File: src/hdl/memctl_pins_defines.vh
`ifndef MEMCTL_PINS_DEFINES_VH
`define MEMCTL_PINS_DEFINES_VH

// machine selection codes per chip select
`define MACH_CS 2'h0
`define MACH_SDRAM 2'h1
`define MACH_PROG 2'h2

// transaction size codes (bytes = 1, 2, 4, 8)
`define SIZE_1 2'h0
`define SIZE_2 2'h1
`define SIZE_4 2'h2
`define SIZE_8 2'h3

// port width codes
`define PORT_8 2'h0
`define PORT_16 2'h1
`define PORT_32 2'h2
`define PORT_64 2'h3

// buffer control modes
`define BCTL_RW_EN 1'h0
`define BCTL_EN_DIR 1'h1

// chip-select and sdram machine strobe timing, cycles
`define CS_SETUP_CYC 4'h1
`define SD_ACT_CYC 4'h2
`define SD_CAS_CYC 4'h2

// sdram command encodings {row_strobe, col_strobe, write_en}, active low
`define SD_CMD_NOP 3'h7
`define SD_CMD_ACT 3'h3
`define SD_CMD_READ 3'h5
`define SD_CMD_WRITE 3'h4

`endif

File: src/hdl/lane_decode.v
`timescale 1ns/10ps
`include "memctl_pins_defines.vh"

// ==========================================
// byte lane decode from address, size and port width
module lane_decode (
   input wire [2:0] addr_lsb, // low address bits of the transaction
   input wire [1:0] size, // transaction size code
   input wire [1:0] port_width, // accessed port width code
   output reg [7:0] lanes // active-high lanes that take part
);
   reg [7:0] span;
   reg [2:0] off;

   // lanes are placed by the offset inside the port; narrow ports keep only their low lanes
   always @* begin
      span = 8'h00;
      off = 3'h0;
      case (size)
         `SIZE_1: span = 8'h01;
         `SIZE_2: span = 8'h03;
         `SIZE_4: span = 8'h0f;
         default: span = 8'hff;
      endcase
      case (port_width)
         `PORT_8: off = 3'h0;
         `PORT_16: off = {2'h0, addr_lsb[0]};
         `PORT_32: off = {1'h0, addr_lsb[1:0]};
         default: off = addr_lsb;
      endcase
      lanes = span << off;
      case (port_width)
         `PORT_8: lanes = lanes & 8'h01;
         `PORT_16: lanes = lanes & 8'h03;
         `PORT_32: lanes = lanes & 8'h0f;
         default: lanes = lanes;
      endcase
   end
endmodule

File: src/hdl/memctl_pins.v
`timescale 1ns/10ps
`include "memctl_pins_defines.vh"

// Overview of operation
// - eight chip selects, one per device
// - paired buffer controls, mode from config field
// - drive burst address bits 27 and 28
// - address latch enable in external master mode
// - chip-select machine per-lane write enables
// - sdram machine drives eight data masks
// - programmable byte selects from address, size, width
// - address 10 row bit, then command bit
// - six program-driven general purpose lines
// - sdram write, row and column strobes
// - output enable during chip-select machine reads
// - transfer acknowledge terminates chip-select access
// - wait input stalls programmable machine sequence
// - parity byte select during parity accesses
// - sdram address mux control in external master
module memctl_pins #(
   parameter PROG_LEN = 4 // words in the programmable machine pattern
) (
   input wire clk, // system clock
   input wire rst, // asynchronous reset, active high
   input wire req, // access request pulse
   input wire [2:0] req_cs, // chip select index of the access
   input wire req_write, // 1 = write, 0 = read
   input wire [2:0] req_addr_lsb, // low address bits
   input wire [1:0] req_addr_burst, // burst address bits 27..28
   input wire sdram_addr10, // row address bit 10 from the address path
   input wire [1:0] req_size, // transaction size code
   input wire req_parity, // access involves parity storage
   input wire [15:0] cs_machine, // two-bit machine code per chip select
   input wire [15:0] cs_port_width, // two-bit port width per chip select
   input wire ext_master, // external master bus configuration
   input wire buffer_ctrl_config_field, // buffer control mode
   input wire [6*PROG_LEN-1:0] prog_gp_pattern, // gp line values per step
   input wire chipsel_transfer_ack_n, // transfer acknowledge, active low
   input wire prog_machine_wait, // wait, high stalls programmable machine
   output reg busy, // access in progress
   output reg done, // one-cycle pulse at access end
   output reg [7:0] chip_sel_n_r, // chip selects, active low
   output reg buffer_ctrl_a, // buffer control a
   output reg buffer_ctrl_b, // buffer control b
   output reg [1:0] burst_addr_bits, // burst address bits 27..28
   output reg addr_latch_en, // address latch enable
   output reg [7:0] lane_write_en_n, // per-lane write enables, active low
   output reg [7:0] sdram_data_mask, // sdram masks, high masks lane
   output reg [7:0] prog_machine_byte_sel_n, // byte selects, active low
   output reg sdram_addr10_cmd, // sdram address 10
   output reg [5:0] prog_gp_line, // general purpose lines 0..5
   output reg sdram_write_en_n, // sdram write enable, active low
   output reg sdram_row_strobe_n, // sdram row strobe, active low
   output reg sdram_col_strobe_n, // sdram column strobe, active low
   output reg mem_output_en_n, // memory output enable, active low
   output reg parity_byte_sel_n, // parity byte select, active low
   output reg sdram_addr_mux_ctrl // sdram address mux control
);
   // ==========================================
   // state machine
   localparam ST_IDLE = 3'h0;
   localparam ST_CS = 3'h1;
   localparam ST_SD_ACT = 3'h2;
   localparam ST_SD_CAS = 3'h3;
   localparam ST_PROG = 3'h4;
   localparam ST_END = 3'h5;

   reg [2:0] state_r;
   reg [3:0] cnt_r;
   reg [7:0] step_r;
   reg write_r;
   reg [1:0] mach_r;
   reg [7:0] lanes_r;
   wire [7:0] lanes;

   // machine code of a chip select, used for both request and held access
   function [1:0] mach_of;
      input [15:0] tab;
      input [2:0] idx;
      begin
         mach_of = tab[idx*2 +: 2];
      end
   endfunction

   lane_decode u_lane (
      .addr_lsb(req_addr_lsb),
      .size(req_size),
      .port_width(cs_port_width[req_cs*2 +: 2]),
      .lanes(lanes)
   );

   // ==========================================
   // access sequencing; every strobe is registered so pins come straight from flops
   always @(posedge clk or posedge rst) begin
      if (rst) begin
         state_r <= ST_IDLE;
         cnt_r <= 4'h0;
         step_r <= 8'h00;
         write_r <= 1'h0;
         mach_r <= 2'h0;
         lanes_r <= 8'h00;
         busy <= 1'h0;
         done <= 1'h0;
         chip_sel_n_r <= 8'hff;
         buffer_ctrl_a <= 1'h1;
         buffer_ctrl_b <= 1'h1;
         burst_addr_bits <= 2'h0;
         addr_latch_en <= 1'h0;
         lane_write_en_n <= 8'hff;
         sdram_data_mask <= 8'hff;
         prog_machine_byte_sel_n <= 8'hff;
         sdram_addr10_cmd <= 1'h0;
         prog_gp_line <= 6'h3f;
         sdram_write_en_n <= 1'h1;
         sdram_row_strobe_n <= 1'h1;
         sdram_col_strobe_n <= 1'h1;
         mem_output_en_n <= 1'h1;
         parity_byte_sel_n <= 1'h1;
         sdram_addr_mux_ctrl <= 1'h0;
      end else begin
         done <= 1'h0;
         addr_latch_en <= 1'h0;
         case (state_r)
            ST_IDLE: begin
               if (req) begin
                  busy <= 1'h1;
                  write_r <= req_write;
                  lanes_r <= lanes;
                  mach_r <= mach_of(cs_machine, req_cs);
                  cnt_r <= 4'h0;
                  step_r <= 8'h00;
                  chip_sel_n_r <= ~(8'h01 << req_cs);
                  burst_addr_bits <= req_addr_burst;
                  addr_latch_en <= ext_master;
                  parity_byte_sel_n <= ~req_parity;
                  // enable/direction mode: a enables, b gives direction
                  if (buffer_ctrl_config_field == `BCTL_EN_DIR) begin
                     buffer_ctrl_a <= 1'h0;
                     buffer_ctrl_b <= ~req_write;
                  end else begin
                     buffer_ctrl_a <= req_write;
                     buffer_ctrl_b <= ~req_write;
                  end
                  case (mach_of(cs_machine, req_cs))
                     `MACH_SDRAM: begin
                        state_r <= ST_SD_ACT;
                        sdram_row_strobe_n <= 1'h0;
                        sdram_addr10_cmd <= sdram_addr10;
                        sdram_addr_mux_ctrl <= 1'h0;
                     end
                     `MACH_PROG: begin
                        state_r <= ST_PROG;
                        prog_machine_byte_sel_n <= ~lanes;
                        prog_gp_line <= prog_gp_pattern[5:0];
                     end
                     default: begin
                        state_r <= ST_CS;
                        if (req_write) begin
                           lane_write_en_n <= ~lanes;
                        end else begin
                           mem_output_en_n <= 1'h0;
                        end
                     end
                  endcase
               end
            end
            ST_CS: begin
               // acknowledge only counts after setup so a stale low cannot cut the cycle
               if (cnt_r >= `CS_SETUP_CYC && !chipsel_transfer_ack_n) begin
                  state_r <= ST_END;
               end else if (cnt_r < `CS_SETUP_CYC) begin
                  cnt_r <= cnt_r + 4'h1;
               end
            end
            ST_SD_ACT: begin
               sdram_row_strobe_n <= 1'h1;
               if (cnt_r + 4'h1 >= `SD_ACT_CYC) begin
                  state_r <= ST_SD_CAS;
                  cnt_r <= 4'h0;
                  sdram_col_strobe_n <= 1'h0;
                  sdram_write_en_n <= ~write_r;
                  sdram_addr10_cmd <= 1'h1; // auto precharge
                  sdram_addr_mux_ctrl <= ext_master; // column phase
                  sdram_data_mask <= ~lanes_r;
               end else begin
                  cnt_r <= cnt_r + 4'h1;
               end
            end
            ST_SD_CAS: begin
               sdram_col_strobe_n <= 1'h1;
               sdram_write_en_n <= 1'h1;
               if (cnt_r + 4'h1 >= `SD_CAS_CYC) begin
                  state_r <= ST_END;
               end else begin
                  cnt_r <= cnt_r + 4'h1;
               end
            end
            ST_PROG: begin
               // held high wait freezes the step and the gp lines
               if (!prog_machine_wait) begin
                  if (step_r + 8'h01 >= PROG_LEN[7:0]) begin
                     state_r <= ST_END;
                  end else begin
                     step_r <= step_r + 8'h01;
                     prog_gp_line <= prog_gp_pattern[(step_r + 8'h01)*6 +: 6];
                  end
               end
            end
            ST_END: begin
               state_r <= ST_IDLE;
               busy <= 1'h0;
               done <= 1'h1;
               chip_sel_n_r <= 8'hff;
               lane_write_en_n <= 8'hff;
               mem_output_en_n <= 1'h1;
               sdram_data_mask <= 8'hff;
               prog_machine_byte_sel_n <= 8'hff;
               prog_gp_line <= 6'h3f;
               parity_byte_sel_n <= 1'h1;
               sdram_addr_mux_ctrl <= 1'h0;
               buffer_ctrl_a <= 1'h1;
               buffer_ctrl_b <= 1'h1;
            end
            default: state_r <= ST_IDLE;
         endcase
      end
   end
endmodule

File: config.mk
export PLATFORM = sky130hd
export DESIGN_NAME = memctl_pins
export DESIGN_NICKNAME = d
export VERILOG_FILES = /design/src/hdl/lane_decode.v /design/src/hdl/memctl_pins.v
export VERILOG_INCLUDE_DIRS = /design/src /design/src/hdl
export SDC_FILE = /design/constraint.sdc
export NUM_CORES = 1
export LEC_CHECK = 0
export ABC_AREA = 1
export ABC_CLOCK_PERIOD_IN_PS = 3300
export CAP_MARGIN = 15
export CORE_UTILIZATION = 48
export DETAILED_ROUTE_END_ITERATION = 12
export DONT_BUFFER_PORTS = 1
export GPL_TIMING_DRIVEN = 0
export SETUP_SLACK_MARGIN = 0.3
export SYNTH_ARGS = -nofsm -noshare
export SYNTH_HDL_FRONTEND = slang
export SYNTH_SLANG_ARGS = --single-unit
File: constraint.sdc
create_clock -name clk -period 3.3 [get_ports clk]
set_input_delay 0.99 -clock clk [delete_from_list [all_inputs] [get_ports clk]]
set_output_delay 0.99 -clock clk [all_outputs]
set_load 0.1 [all_outputs]
==> results.toml <==
[status]
outcome = "finished clean"

[global_routing]
grt_usage = 0.226
globalRoute.totalOverflow = 0
grt_start_max_net_pins = 42
grt_pass1_wl_um = 15400
number_of_global_route_vias_before_repair = 3239
antenna_found_initial = 0

[yosys]
synth_enable_flop_cells = 0
synth-simple-area-share = 0.276
synth_top_family_by_area = "simple AND/OR/NAND/NOR gates"
synthesized_area_fraction_occupied_by_ao_oa_aoi_and_oai_cells = 0.142
synth_top_flop_cell = "dfstp_2"
synth_xor_xnor_area_share = 0.00848
synthAdderAreaFrac = 0.0273
synth_async_sr_flop_share = 1.00
seq_total_area_yosys = 0.474
synth_cells = 528
syn_area_per_cell_um2 = 7.82
synth-seq-cells = 76
yosys_warnings = 0
post_synth_mux_area_share = 0
synth_cell_types = 39
netlist_area_um2 = 4130
synthesis.nets = 613

[hold_path]
worst_hold_path_class = "reg2reg"

[cts]
post_cts_buffers = 0
clk_latency_ns = 0.36
cts_root_buf = "clkbuf_8"
cts_tree = "done"
numCtsBuffers = 9
cts_max_path_buffers = 2
clock_sink_count = 76
clk_transition_reported_paths_ns = 0.09
cts.htree.levels = 3

[sta]
hold_violations = 0
fin_worst_skew_ns = 0.0119
slew-limit-headroom = 0.389
final_period_minus_worst_setup_slack_ns = 2.80
slew_violations = 0
setup_violations = 0
max_clock_freq_mhz = 358
unrepaired_setup_endpoints_after_global_routing = "no"
worst_slew_pin_slew_ns = 0.917
holdWs_ns = 0.459
min_period_over_period = 0.847

[finish]
post-route-util = 0.545
antennaDiodeCount = 0
fin_area_um2 = 4500
share_of_layout_cells_above_drive_strength_1 = 0.194
fillers = 827
num-nets-final = 625
synthToLayoutAreaGrowth_pct = 8.97

[drt]
drtPass1Iterations = 4
vias_per_cell = 5.26
dr_wl_cell_um = 14.9
route.detailed.drc = 0
route.vias.total = 3420
antenna_left = 0
totalWireLength_um = 9680
detail_route.iter0.violations = 101

[placed_design]
post_placement_cell_area_um2 = 4280
placer_congestion = 0.847
port-buffer-count = 0
hpwlAfterDp_um = 7330

[setup_path]
setup.worst_path.start_class = "primary input"
setup.worst_path.end_class = "flip-flop"
worstPathRequired_ns = 3.59
worst-setup-path-type = "in2reg"
critical_path.endpoint = "lane_write_en_n[0]"
cp_data_arrival_time_ns = 3.08
reg2reg_slack_ns = 1.34
cpPeakStageDelay_ns = 0.30
rr_endpoint = "sdram_data_mask[1]"
critPathLaunch = "req_cs[1]"
cpMostUsedCell = "inv_1"
critical_path_peak_fanout = 10
worst_path_max_delay_cell = "ha_1"
reg2regPathDepth = 8
critical_path.cell_chain = "buf_2 -> inv_1 -> nor2_2 -> a22oi_1 -> inv_1 -> a221oi_1 -> o21ai_1 -> ha_1 -> or2_1 -> nand2_1 -> a21oi_2 -> buf_6 -> nor2_1 -> a31oi_1"
rr_startpoint = "cnt_r[0]"

[job]
cap_violations = 0

[floorplanning]
core_um2 = 8260
starting_density_of_the_core = 0.500
num_rows = 33
floorplan.die_area_um2 = 8980
vertical_die_dimension_um = 94.8
io_pins = 128
dieWidth_um = 94.8
what timing repair did:
item                       CTS  global route
hold buffers                 0             0
setup endpoints to repair    6            10
gates resized for setup      1             2
stage by stage:
stage               TNS [ns]  worst slack, ns  instances
finish                     0            0.505        650
CTS                        0            0.403        650
detailed placement    -0.985           -0.122        634
global route               0            0.303        650
global placement      -13.85           -0.446        633
floorplan                  0            0.394        528
kinds of logic (layout without fill, tap and decap cells):
family / Yosys count / in the layout
simple gates: 272 / 272
xor+xnor: 4 / 4
buf+inv: 70 / 87
compound gates: 97 / 97
fa+ha+maj: 9 / 9
flops: 76 / 76
placed cells by master (no fill, tap or decap), types with 7 or more instances in the layout:
cell	n
dfrtp_1	31
a21oi_1	15
dfstp_2	45
inv_1	47
inv_2	7
o21ai_0	37
clkbuf_8	9
ha_1	9
nand3_1	18
nor2_1	76
a31oi_1	14
nand2_1	150
registers in the layout (all words and copies together), names as in the netlist, 2 cells and up:
signal                   cells
burst_addr_bits              2
prog_machine_byte_sel_n      8
state_r                      3
cnt_r                        4
prog_gp_line                 6
chip_sel_n_r                 8
lane_write_en_n              8
lanes_r                      8
sdram_data_mask              8
step_r                       8
synth_stat cells, drive strengths merged, types with 2 or more instances:
cell      n  share of area
a211oi    6          0.011
a21oi    17          0.024
a221oi    2         0.0042
a22oi     5         0.0091
a31oi    14          0.021
buf      11          0.019
clkbuf    2         0.0018
clkinv    2         0.0018
dfrtp    31           0.19
dfstp    45           0.29
ha        9          0.027
inv      55          0.050
nand2   156           0.15
nand3    22          0.032
nand4     7          0.012
nor2     83          0.081
nor3      2         0.0024
o21ai    47          0.061
o21bai    2         0.0036
or2       2         0.0030
xor2      4         0.0085
how the worst min path moves through the flow:
| stage | end | slack (ns) | cells after the start | from |
|---|---|---|---|---|
| finish | sdram_write_en_n | 0.46 | 1 | write_r |
| global route | sdram_write_en_n | 0.49 | 1 | write_r |
| CTS | sdram_write_en_n | 0.45 | 1 | write_r |
| detailed placement | sdram_write_en_n | 0.44 | 1 | write_r |
| global placement | sdram_write_en_n | 0.44 | 1 | write_r |
| floorplan | sdram_write_en_n | 0.42 | 1 | write_r |
critical path: cells and delay by family:
family / cells / cell delay [ns]
adder cells (fa/ha/maj): 1 / 0.30
buffers and inverters: 4 / 0.54
AO/OA/AOI/OAI: 5 / 0.91
AND/OR/NAND/NOR: 4 / 0.34
area by class of cell:
cell class              instances  area, um^2  area share
clock buffers                   9         124      0.0275
inverters                      57         216      0.0481
flip-flops and latches         76        1960       0.435
well taps                     105         131      0.0292
multi-input cells             382        1880       0.417
plain buffers                  13        85.1      0.0189
clock inverters                 7        90.1      0.0200
repair buffers                  1        20.0     0.00445
per-layer routing:
metal,vias to the layer above,part of all wire,global-route usage
li1,1733,-,-
met1,1578,0.43,0.280
met2,100,0.49,0.381
met3,9,0.068,0.0684
met4,0,0.010,0.0619
met5,-,0,0
Power is not shown: default switching activity piles up to over one toggle a cycle in this logic, so the estimate is an artifact.
